**src/shared/bldcp_pkg.sv**
```systemverilog
// Purpose: shared constants and carrier types of the commutation block
// Assumes: 125 MHz system clock, 32-bit register bus words
// Notes:   timing counts are derived from their time and the clock rate; register reset times are literal oscillator ticks
package bldcp_pkg;

  // ****************************************************************
  // timing
  // ****************************************************************
  localparam int CLK_MHZ     = 125;
  localparam int OSC_HZ      = 43000;
  // internal oscillator period in clock cycles
  localparam int OSC_DIV     = (CLK_MHZ * 1000000) / OSC_HZ;
  localparam int BLANK_NS    = 700;
  // least time, rounded up
  localparam int BLANK_CYC   = (BLANK_NS * CLK_MHZ + 999) / 1000;
  localparam int OC_TRIG_NS  = 3000;
  localparam int OC_TRIG_CYC = (OC_TRIG_NS * CLK_MHZ + 999) / 1000;
  localparam int RETRY_MS    = 11;
  localparam int RETRY_CYC   = RETRY_MS * CLK_MHZ * 1000;

  // ****************************************************************
  // register map
  // ****************************************************************
  localparam logic [7:0]  REG_LOCK = 8'h00;
  localparam logic [7:0]  REG_SAVE = 8'h04;
  localparam logic [7:0]  REG_STAT = 8'h08;
  // about 2 s of oscillator ticks
  localparam logic [23:0] LOCK_RST = 24'h014FF0;
  // about 10 ms of oscillator ticks
  localparam logic [23:0] SAVE_RST = 24'h0001AE;
  // status bit positions
  localparam int ST_LOCKED = 0;
  localparam int ST_OCOFF  = 1;
  localparam int ST_THERM  = 2;
  localparam int ST_UV     = 3;
  localparam int ST_HFAULT = 4;
  localparam int ST_ZERO   = 5;
  localparam int ST_LIMIT  = 6;
  localparam int ST_CAPGND = 7;

  // ****************************************************************
  // carriers
  // ****************************************************************
  // bit 0 is phase a, bit 2 is phase c
  typedef struct packed {
    logic [2:0] hs;
    logic [2:0] ls;
  } bldcp_drive_t;

  typedef struct packed {
    logic [11:0]  osc_cnt;
    logic         dir_prev;
    logic [2:0]   hall_prev;
    logic [23:0]  lock_cnt;
    logic         locked;
    logic [20:0]  retry;
    logic         oc_off;
    logic         thermal;
    logic         limit;
    logic [6:0]   blank;
    logic         bias;
    bldcp_drive_t drv;
  } bldcp_core_t;

  typedef struct packed {
    logic [23:0] lock_time;
    logic [23:0] save_time;
    logic [7:0]  addr;
    logic        wr;
    logic [31:0] rdata;
  } bldcp_ahb_t;

endpackage

```
**src/hw/bldcp_persist.sv**
```systemverilog
// Purpose: flags a condition that has held for a number of steps
// Assumes: step is a one-cycle strobe, or tied high to count clocks
// Notes:   the count restarts whenever the condition drops
module bldcp_persist #(
  parameter int W = 24
) (
  input  wire logic         clk,
  input  wire logic         arst_n,
  input  wire logic         cond,
  input  wire logic         step,
  input  wire logic [W-1:0] limit,
  output logic              hit
);

  typedef struct packed {
    logic [W-1:0] cnt;
    logic         hit;
  } bldcp_cnt_t;

  bldcp_cnt_t st_reg;
  bldcp_cnt_t st_next;

  if (W < 1 || W > 32) begin : g_chk
    $error("bldcp_persist: W out of range");
  end

  // count held steps, saturate on the flag
  always_comb begin
    st_next = st_reg;
    if (!cond) begin
      st_next.cnt = '0;
      st_next.hit = 1'b0;
    end else if (step && !st_reg.hit) begin
      st_next.cnt = st_reg.cnt + W'(1);
      if (st_reg.cnt + W'(1) >= limit) begin
        st_next.hit = 1'b1;
      end
    end
  end

  always_ff @(posedge clk or negedge arst_n) begin
    if (!arst_n) begin
      st_reg <= '0;
    end else begin
      st_reg <= st_next;
    end
  end

  assign hit = st_reg.hit;

endmodule // bldcp_persist

```
**src/hw/bldcp_ahb_slave.sv**
```systemverilog
// Purpose: register slave on the system bus, zero wait states
// Assumes: single word transfers; response always OKAY
// Notes:   read data is captured in the address phase
module bldcp_ahb_slave (
  input  wire logic        clk,
  input  wire logic        arst_n,
  input  wire logic        hsel,
  input  wire logic [31:0] haddr,
  input  wire logic [1:0]  htrans,
  input  wire logic        hwrite,
  input  wire logic [2:0]  hsize,
  input  wire logic [31:0] hwdata,
  input  wire logic        hready,
  input  wire logic [7:0]  status,
  output logic [31:0]      hrdata,
  output logic             hreadyout,
  output logic             hresp,
  output logic [23:0]      lock_time,
  output logic [23:0]      save_time
);

  bldcp_pkg::bldcp_ahb_t st_reg;
  bldcp_pkg::bldcp_ahb_t st_next;
  logic                  aphase;
  logic                  mapped;

  assign aphase = hsel && htrans[1] && hready;
  assign mapped = (haddr[31:8] == 24'h000000);

  // address phase latches, data phase writes
  always_comb begin
    st_next = st_reg;
    st_next.wr = 1'b0;
    if (st_reg.wr) begin
      case (st_reg.addr)
        bldcp_pkg::REG_LOCK: st_next.lock_time = hwdata[23:0];
        bldcp_pkg::REG_SAVE: st_next.save_time = hwdata[23:0];
        default: st_next.wr = 1'b0;
      endcase
    end
    if (aphase) begin
      st_next.addr  = mapped ? haddr[7:0] : 8'hFF;
      st_next.wr    = hwrite && (hsize == 3'h2);
      st_next.rdata = 32'h00000000;
      if (!hwrite && mapped) begin
        case (haddr[7:0])
          bldcp_pkg::REG_LOCK: st_next.rdata = {8'h00, st_reg.lock_time};
          bldcp_pkg::REG_SAVE: st_next.rdata = {8'h00, st_reg.save_time};
          bldcp_pkg::REG_STAT: st_next.rdata = {24'h000000, status};
          default:             st_next.rdata = 32'h00000000;
        endcase
      end
    end
  end

  always_ff @(posedge clk or negedge arst_n) begin
    if (!arst_n) begin
      st_reg <= '{lock_time: bldcp_pkg::LOCK_RST,
                  save_time: bldcp_pkg::SAVE_RST,
                  addr: 8'h00, wr: 1'b0, rdata: 32'h00000000};
    end else begin
      st_reg <= st_next;
    end
  end

  assign hrdata    = st_reg.rdata;
  assign hreadyout = 1'b1;
  assign hresp     = 1'b0;
  assign lock_time = st_reg.lock_time;
  assign save_time = st_reg.save_time;

endmodule // bldcp_ahb_slave

```
**src/hw/bldcp_commutation.sv**
```systemverilog
// Purpose: commutation, drive and protection logic of a 3-phase driver
// Assumes: comparator and pin inputs synchronous to CLK
// Notes:   phase drives are registered, one cycle behind their causes
//
// Added by the designer: the AHB-Lite register port and the address map.

module bldcp_commutation #(
  parameter int RETRY_CYCLES = bldcp_pkg::RETRY_CYC
) (
  input  wire logic             CLK,
  input  wire logic             ARST_N,
  input  wire logic             HSEL,
  input  wire logic [31:0]      HADDR,
  input  wire logic [1:0]       HTRANS,
  input  wire logic             HWRITE,
  input  wire logic [2:0]       HSIZE,
  input  wire logic [31:0]      HWDATA,
  input  wire logic             HREADY,
  output logic      [31:0]      HRDATA,
  output logic                  HREADYOUT,
  output logic                  HRESP,
  input  wire logic             HALL_INPUT_A,
  input  wire logic             HALL_INPUT_B,
  input  wire logic             HALL_INPUT_C,
  input  wire logic             DIRECTION,
  input  wire logic             BRAKE,
  input  wire logic             SLEEP,
  input  wire logic             SPEED_ON_N,
  input  wire logic             UV_THRESHOLD_SELECT,
  input  wire logic             UV_CMP_LOW,
  input  wire logic             UV_CMP_HIGH,
  input  wire logic             LOCK_TIMER_CAP_GND,
  input  wire logic             OVER_TEMP_HOT,
  input  wire logic             OVER_TEMP_COOL,
  input  wire logic             CURRENT_LIMIT,
  input  wire logic             OVERCURRENT,
  output bldcp_pkg::bldcp_drive_t PHASE_OUTPUT,
  output logic                  HALL_BIAS_SUPPLY,
  output logic                  TRI_HALL_SPEED_OUT,
  output logic                  SINGLE_HALL_SPEED_OUT
);

  // ****************************************************************
  // declarations
  // ****************************************************************
  bldcp_pkg::bldcp_core_t st_reg;
  bldcp_pkg::bldcp_core_t st_next;
  logic [2:0]  hall;
  logic [2:0]  pat;
  logic [2:0]  src;
  logic [2:0]  snk;
  logic [7:0]  status;
  logic [23:0] lock_time;
  logic [23:0] save_time;
  logic        osc_tick;
  logic        uv;
  logic        hall_fault;
  logic        init_rst;
  logic        lock_clr;
  logic        hall_chg;
  logic        run;
  logic        drive_on;
  logic        zero_duty;
  logic        oc_hit;
  logic        sense_ok;

  if (RETRY_CYCLES < 1 || RETRY_CYCLES >= 2 ** 21) begin : g_chk
    $error("bldcp_commutation: RETRY_CYCLES out of range");
  end

  // ****************************************************************
  // register slave and persistence timers
  // ****************************************************************
  bldcp_ahb_slave u_regs (
    .clk       (CLK),
    .arst_n    (ARST_N),
    .hsel      (HSEL),
    .haddr     (HADDR),
    .htrans    (HTRANS),
    .hwrite    (HWRITE),
    .hsize     (HSIZE),
    .hwdata    (HWDATA),
    .hready    (HREADY),
    .status    (status),
    .hrdata    (HRDATA),
    .hreadyout (HREADYOUT),
    .hresp     (HRESP),
    .lock_time (lock_time),
    .save_time (save_time)
  );

  bldcp_persist #(.W(24)) u_zero (
    .clk    (CLK),
    .arst_n (ARST_N),
    .cond   (SPEED_ON_N && SLEEP),
    .step   (osc_tick),
    .limit  (save_time),
    .hit    (zero_duty)
  );

  bldcp_persist #(.W(9)) u_oc (
    .clk    (CLK),
    .arst_n (ARST_N),
    .cond   (OVERCURRENT && !st_reg.oc_off),
    .step   (1'b1),
    .limit  (9'(bldcp_pkg::OC_TRIG_CYC)),
    .hit    (oc_hit)
  );

  // ****************************************************************
  // decode of pins and comparators
  // ****************************************************************
  // direction low inverts pattern
  assign hall = {HALL_INPUT_A, HALL_INPUT_B, HALL_INPUT_C};
  assign pat  = DIRECTION ? hall : ~hall;

  always_comb begin
    case (pat)
      3'h5: begin src = 3'h2; snk = 3'h1; end
      3'h4: begin src = 3'h4; snk = 3'h1; end
      3'h6: begin src = 3'h4; snk = 3'h2; end
      3'h2: begin src = 3'h1; snk = 3'h2; end
      3'h3: begin src = 3'h1; snk = 3'h4; end
      3'h1: begin src = 3'h2; snk = 3'h4; end
      default: begin src = 3'h0; snk = 3'h0; end
    endcase
  end

  assign TRI_HALL_SPEED_OUT    = HALL_INPUT_A ^ HALL_INPUT_B ^ HALL_INPUT_C;
  assign SINGLE_HALL_SPEED_OUT = !HALL_INPUT_A;

  assign uv = SLEEP && (UV_THRESHOLD_SELECT ? UV_CMP_HIGH : UV_CMP_LOW);
  assign hall_fault = (hall == 3'h0) || (hall == 3'h7);
  assign init_rst = !SLEEP || BRAKE || uv || LOCK_TIMER_CAP_GND;
  assign lock_clr = init_rst || (DIRECTION != st_reg.dir_prev) || zero_duty;
  assign hall_chg = (hall != st_reg.hall_prev);
  assign osc_tick = (st_reg.osc_cnt == 12'(bldcp_pkg::OSC_DIV - 1));
  assign sense_ok = (st_reg.blank == 7'h00);
  // drive on while speed input low and current limit clear
  assign drive_on = !SPEED_ON_N && !st_reg.limit;
  assign run = SLEEP && !uv && !st_reg.thermal && !hall_fault &&
               !st_reg.oc_off && !LOCK_TIMER_CAP_GND && !zero_duty;

  // status view for software
  always_comb begin
    status = 8'h00;
    status[bldcp_pkg::ST_LOCKED] = st_reg.locked;
    status[bldcp_pkg::ST_OCOFF]  = st_reg.oc_off;
    status[bldcp_pkg::ST_THERM]  = st_reg.thermal;
    status[bldcp_pkg::ST_UV]     = uv;
    status[bldcp_pkg::ST_HFAULT] = hall_fault;
    status[bldcp_pkg::ST_ZERO]   = zero_duty;
    status[bldcp_pkg::ST_LIMIT]  = st_reg.limit;
    status[bldcp_pkg::ST_CAPGND] = LOCK_TIMER_CAP_GND;
  end

  // ****************************************************************
  // next state
  // ****************************************************************
  always_comb begin
    st_next = st_reg;
    st_next.osc_cnt = osc_tick ? 12'h000 : st_reg.osc_cnt + 12'h001;
    st_next.dir_prev  = DIRECTION;
    st_next.hall_prev = hall;

    if (OVER_TEMP_HOT) begin
      st_next.thermal = 1'b1;
    end else if (OVER_TEMP_COOL) begin
      st_next.thermal = 1'b0;
    end

    if (lock_clr) begin
      st_next.lock_cnt = 24'h000000;
      st_next.locked   = 1'b0;
    end else if (hall_chg) begin
      st_next.lock_cnt = 24'h000000;
    end else if (osc_tick && !st_reg.thermal && !st_reg.locked) begin
      st_next.lock_cnt = st_reg.lock_cnt + 24'h000001;
      if (st_reg.lock_cnt + 24'h000001 >= lock_time) begin
        st_next.locked = 1'b1;
      end
    end

    if (init_rst) begin
      st_next.oc_off = 1'b0;
      st_next.retry  = 21'h000000;
    end else if (st_reg.oc_off) begin
      st_next.retry = st_reg.retry + 21'h000001;
      if (st_reg.retry == 21'(RETRY_CYCLES - 1)) begin
        st_next.oc_off = 1'b0;
        st_next.retry  = 21'h000000;
      end
    end else if (oc_hit) begin
      st_next.oc_off = 1'b1;
      st_next.retry  = 21'h000000;
    end

    // chop until next tick, set wins
    if (!run) begin
      st_next.limit = 1'b0;
    end else if (CURRENT_LIMIT && sense_ok && st_reg.drv.ls != 3'h0) begin
      st_next.limit = 1'b1;
    end else if (osc_tick) begin
      st_next.limit = 1'b0;
    end

    // phase drive from state and pins
    st_next.drv = '0;
    if (run) begin
      if (BRAKE) begin
        st_next.drv.ls = 3'h7;
      end else begin
        // on phase sources, off phase recirculates high
        st_next.drv.hs = st_reg.locked ? 3'h0 :
                         (drive_on ? src : (src | snk));
        st_next.drv.ls = drive_on ? snk : 3'h0;
      end
    end

    if (st_next.drv != st_reg.drv) begin
      st_next.blank = 7'(bldcp_pkg::BLANK_CYC);
    end else if (st_reg.blank != 7'h00) begin
      st_next.blank = st_reg.blank - 7'h01;
    end

    st_next.bias = SLEEP && !zero_duty;
  end

  always_ff @(posedge CLK or negedge ARST_N) begin
    if (!ARST_N) begin
      st_reg <= '0;
    end else begin
      st_reg <= st_next;
    end
  end

  assign PHASE_OUTPUT     = st_reg.drv;
  assign HALL_BIAS_SUPPLY = st_reg.bias;
endmodule // bldcp_commutation

```
**config.mk**
```make
export PLATFORM = sky130hd
export DESIGN_NAME = bldcp_commutation
export DESIGN_NICKNAME = d
export VERILOG_FILES = /design/src/shared/bldcp_pkg.sv /design/src/hw/bldcp_persist.sv /design/src/hw/bldcp_ahb_slave.sv /design/src/hw/bldcp_commutation.sv
export SDC_FILE = /design/constraint.sdc
export NUM_CORES = 1
export LEC_CHECK = 0
export BUFFER_PORTS_ARGS = -buffer_cell sky130_fd_sc_hd__buf_2
export CORE_MARGIN = 2
export CORE_UTILIZATION = 52
export CTS_CLUSTER_SIZE = 8
export DETAILED_ROUTE_END_ITERATION = 8
export PLACE_DENSITY = 0.75
export SYNTH_ARGS = -nofsm -noshare
export SYNTH_HDL_FRONTEND = slang
export SYNTH_SLANG_ARGS = --single-unit
```
**constraint.sdc**
```tcl
create_clock -name CLK -period 6.1 [get_ports CLK]
set_input_delay 1.22 -clock CLK [delete_from_list [all_inputs] [get_ports CLK]]
set_output_delay 1.22 -clock CLK [all_outputs]
set_load 0.005 [all_outputs]
```
# Yosys cells after proc, flatten, opt, wreduce, memory -nomap -nowiden
# Cells that the tools add are included.
# totals
memories,0
word_cells,154
latchBits,0
mem_bits_ro,0
regBits,203
ramBits,0
out_inout_bits,43
# classes
n_eq_ne,21
magnitude_cmp,3
n_div,0
bitwise_logic,4
n_shift,0
mul,0
reduce_logical,61
muxes,37
addsub,6
# ops
operator,count
2-to-1 mux 25 bit,4
2-to-1 mux 22 bit,4
case mux 24 bit (3 select lines),1
"adder 24 x 1 -> 24 bit, second input constant",2
>= comparator 24 bit,2
2-to-1 mux 33 bit,1
2-to-1 mux 32 bit,1
logical NOT 24 bit,1
2-to-1 mux 24 bit,1
"adder 21 x 1 -> 21 bit, second input constant",1
"equality test 21 bit, second input constant",1
logical AND 1 bit,20
2-to-1 mux 10 bit,2
2-to-1 mux 3 bit,6
case mux 3 bit (3 select lines),2
"equality test 8 x 3 -> 1 bit, second input constant",2
logical NOT 8 bit,2
2-to-1 mux 7 bit,2
"adder 12 x 1 -> 12 bit, second input constant",1
"equality test 12 bit, second input constant",1
"equality test 3 bit, second input constant",4
logical NOT 1 bit,12
2-to-1 mux 12 bit,1
OR reduction 2 bit,6
25 further kinds,52

# Logic depth before layout (Yosys ltp)
# logic_depth
word_depth,12
mapped_depth,14

# Cells and area by module
# Synthesis repeated with hierarchy kept, for this count alone.
# unflattened
hier_cells,1308
area_unflattened_um2,12490.7
# by_module_without_submodules
mod,area_each_um2,cells_each,n_inst
bldcp_commutation,5226.3,592,1
bldcp_ahb_slave,4237.8,368,1
bldcp_persist (u_zero),2230.9,260,1
bldcp_persist (u_oc),795.8,88,1

# Worst setup path before layout
# Ideal clock, no wire load.
# synth_timing
kind,input -> register
start,input port HALL_INPUT_B
end,register st_reg[11] in the netlist's numbering
path_stages,10
setup_slack_ns,2.723
required_ns,5.969
path_buffers,1
t_arrival_ns,3.246
setup_ns,0.131
path_cell_list,buf_2 > xnor2_1 > inv_1 > ha_1 > or2_2 > a31oi_1 > o31ai_1 > a211oi_2 > nand3_2 > or3_1
# synth_between
elab_chain_len,12
elab_cells_between_ends,34
# synth_lines
item,line,source
start: declaration,bldcp_commutation.sv:23,"input wire logic HALL_INPUT_B,"
inverter 3 bit,bldcp_commutation.sv:115,assign pat = DIRECTION ? hall : ~hall;
2-to-1 mux 3 bit,bldcp_commutation.sv:115,
equality test 3 x 1 -> 1 bit (tied with other cells),bldcp_commutation.sv:118,case (pat)
OR reduction 2 bit (no line),n/a,
case mux 3 bit (3 select lines),bldcp_commutation.sv:118,
OR 3 bit,bldcp_commutation.sv:215,(drive_on ? src : (src | snk));
2-to-1 mux 3 bit,bldcp_commutation.sv:215,
2-to-1 mux 3 bit,bldcp_commutation.sv:214,st_next.drv.hs = st_reg.locked ? 3'h0 :
2-to-1 mux 3 bit,bldcp_commutation.sv:210,if (BRAKE) begin
2-to-1 mux 6 bit *,bldcp_commutation.sv:209,if (run) begin
inequality test 6 bit *,bldcp_commutation.sv:220,if (st_next.drv != st_reg.drv) begin
2-to-1 mux 7 bit / nonzero test 2 bit (equally long branches),n/a,
end signal: assignment,bldcp_commutation.sv:233,st_reg <= st_next;
end: declaration,bldcp_commutation.sv:46,bldcp_pkg::bldcp_core_t st_reg;
# Mark *: on every way between the ends. The rest lies on a longest branch, timed or not.
# A chain may end at the register's enable or synchronous reset.

# Worst setup path after layout
# layout_timing
start,register st_reg[41] in the netlist's numbering
end,register st_reg[38] in the netlist's numbering
# layout_between
elab_chain_len,4
# layout_lines
item,line,source
adder 24 x 1 -> 24 bit,bldcp_commutation.sv:179,if (st_reg.lock_cnt + 24'h000001 >= lock_time) begin
>= comparator 24 bit,bldcp_commutation.sv:179,
nonzero test 2 bit (no line),n/a,
AND reduction 3 bit (no line),n/a,
# No other way between the ends.

==> impl_results.md <==
* Sequential element share of the synthesized area at 43.07%
* Input/output buffers at 112
* Min-delay worst type: reg -> reg
* Most frequent standard cell in the layout excluding fill and tap cells: dfrtp_1
* CTS HTree Levels at 4
* Number of buffer and inverter stages on the critical path at 0
* Global-route wire length before repair at 42.95 mm
* Total Nets Final at 1443
* Synthesized instance count at 1225
* Cell area after synthesis at 11380 µm²
* Final worst-path cycle share at 52.87%
* Warnings from Yosys at 0
* Register bit count reported by yosys at 195
* Maximum frequency from static timing analysis at 310.1 MHz
* Final Max Slew Viols at 0
* Number of detailed-routing iterations run before antenna repair at 4
* Clock tree from TritonCTS: built
* Area of the core at 21620 µm²
* Setup Viol. Count Final at 0
* Max FFs per register at 72
* Critical-path cell list: and4_1 > nand4_1 > nand2b_1 > nor2_1 > xor2_1 > ha_1 > a21o_1 > a21o_1 > a21oi_1 > a21oi_1 > o221ai_1 > a31oi_1
* Per-instance average area after synthesis at 9.286 µm²
* Instance count after placement with tap cells included at 1554
* Std-Cell Rows at 54
* Effective utilization at floorplan at 52.62%
* Fraction of registers with async set/reset at 100.0%
* Worst clock skew at 10.01 ps
* Number of resized instances in the post-cts repair step at 0
* Nature of the critical path endpoint: register
* Origin of the worst setup path: st_reg[41]
* Pin count of the biggest net entering global routing at 113
* Path type of the worst setup path: reg -> reg
* Count of nets left with antenna violations after detail routing at 0
* Critical Path AT at 3530 ps
* Critical-path top delay cell: dfrtp_1
* Static leakage at 0.005836 µW
* Max-cap violations at 0
* FF-to-FF Start: st_reg[41]
* Top_reg_cell synth: dfrtp_1
* Final Wtd Congestion at 0.8687
* Clock latency reported for the late side of the worst-skew pair at 440 ps
* Via count of the first global-routing pass at 8603
* Clock Pin Slew Worst Setup and Hold Paths at 70 ps
* Post-DR wirelength/cell at 16.09 µm
* Top cell family by delay on the critical path: simple AND/OR/NAND/NOR gates
* Number of buffers on the longest clock path at 2
* Worst setup slack after placement at 2423 ps
* Number of vias per cell at 5.544
* Worst rel slew slack at 21.77%
* Launch instance of the worst min-delay path: u_regs.hrdata[10]
* Share of final-layout standard cells stronger than drive strength 1 at 17.00%
* Worst Setup Start Kind: register
* Area of the die at 23080 µm²
* Die X at 151.9 µm
* Count of distinct cell types in the synthesized netlist at 72
* FF+latch area at 4900 µm²
* Endpoint of the worst-slack reg-to-reg timing path: st_reg[38]
* Total DRC errors in the routed layout at 0
* Stage delay of the slowest cell on the critical path at 470 ps
* Global route overflow at 0
* Minimum clock period at 3225 ps
* Root buf cell: clkbuf_16
* Filler-free cell count of the finished design at 1587
* Hold-critical path endpoint: u_regs.hrdata[10]
* Area used by multi-input combinational logic at 5812 µm²
* Initial antenna violation count at 3
* Worst reg2reg path depth at 12
* Largest fanout on the critical path at 10
* Register-to-register path setup slack at 2880 ps
* Layout overhead on the synthesized area at 10.49%
* CP Data Required Time at 6410 ps
* Power density normalized to cell area at 222.2 nW/µm²
* HPWL after detailed placement at 18.32 mm
* Setup TNS Final at 0 ps
* Post-cts hold buffer count at 0
* Worst IR drop on VDD at 0.1399 mV
* Worst hold path depth at 2
* Vertical die dimension at 151.9 µm
* Routed Wire Length at 25.54 mm
* Num CTS Buffers at 17
* Commonest cells after routing, fill and taps aside: dfrtp_1, nor2_1, nand2_1
* Slew of the pin with the lowest slew margin at 1166 ps
* Starting DRC count in detailed routing at 606
* Unrepaired setup endpoints after global routing: false
* Io pins at 132
* Smallest setup slack after layout at 2875 ps
* Total routing usage reported by global routing at 22.61%
* Post-CTS Setup Repair Bufs at 0
* Clock tree sinks at 195
* Run status: finished, final reports clean
* Post-synth EDFFs at 0
* Count of final hold-check violations at 0
* Filler cell count in the final layout at 1879
* Routed vias at 8798
==> cells by family (layout without fill, tap and decap cells) <==
logic type / Yosys count / in the layout / synth area share, %
and+or+nand+nor: 457 / 457 / 19.81
AOI/OAI and AO/OA: 208 / 208 / 11.21
DFF: 195 / 195 / 43.07
buffers and inverters: 145 / 218 / 6.269
xor gates and xnor gates: 120 / 120 / 9.305
adders and majority gates: 61 / 61 / 6.709
muxes: 37 / 37 / 3.564
other: 2 / 11 / 0.06602
==> how the worst max path moves through the flow <==
| stage | endpoint | slack, ps | cells after the start |
|---|---|---|---|
| 5_1_grt | st_reg[38] | 2600 | 12 |
| 4_1_cts | st_reg[38] | 2850 | 12 |
| 3_3_place_gp | st_reg[11] | 2500 | 10 |
| 6_report | st_reg[38] | 2880 | 12 |
| 3_5_place_dp | st_reg[11] | 2420 | 10 |
| 2_1_floorplan | st_reg[11] | 2720 | 10 |
==> power by group <==
part           internal [µW]  leakage [µW]  switching [µW]
clock network            675      0.000301             513
registers               1330       0.00247            34.3
logic                    101       0.00306             140
==> cells in the mapped netlist (32+ instances only) <==
| cell | instances | area share (%) |
|---|---|---|
| xnor2_1 | 62 | 4.8 |
| nand3_1 | 38 | 1.7 |
| a21oi_1 | 46 | 2.0 |
| ha_1 | 61 | 6.7 |
| nand2_1 | 119 | 3.9 |
| xor2_1 | 57 | 4.4 |
| clkbuf_1 | 32 | 1.1 |
| nor2_1 | 137 | 4.5 |
| dfrtp_1 | 179 | 39 |
| o21ai_0 | 81 | 3.6 |
| inv_1 | 65 | 2.1 |
| buf_4 | 40 | 2.6 |
==> cell type report <==
class / instances / share of cell area [%]
inverter: 65 / 1.941
antenna: 1 / 0.01991
clock inverter: 13 / 1.364
clock buffer: 19 / 3.603
multi-input combinational: 893 / 46.24
tap: 280 / 2.787
sequential: 195 / 38.98
timing repair buffer: 121 / 5.067
==> per-stage QoR <==
step | total power, µW | cell area (µm²) | hold WS, ps | util (%)
2_1_floorplan | 1535 | 11410 | 445.0 | -
3_3_place_gp | 1619 | 11940 | 455.4 | 55.24
3_5_place_dp | 1628 | 11940 | 464.8 | 55.24
4_1_cts | 2811 | 12570 | 481.4 | 58.13
5_1_grt | 2905 | 12570 | 510.5 | 58.14
6_report | 2793 | 12570 | 472.7 | 58.14
==> tightest hold or removal path, cell delays in order, from the launching register on <==
cell and delay [ps]:
dfrtp_1 340, nand2_1 40, o21ai_0 60
==> per-layer routing <==
metal  routed length (µm)  vias to the layer above  part of all wire, %  track usage [%]
li1                     -                     4319                    -                -
met1                11610                     4222                   45            30.63
met2                12200                      215                   48            37.28
met3                 1190                       40                  4.7            3.965
met4                  526                        2                  2.1            7.032
met5                   13                        -                0.051                0
(Power assumes the default switching activity.)
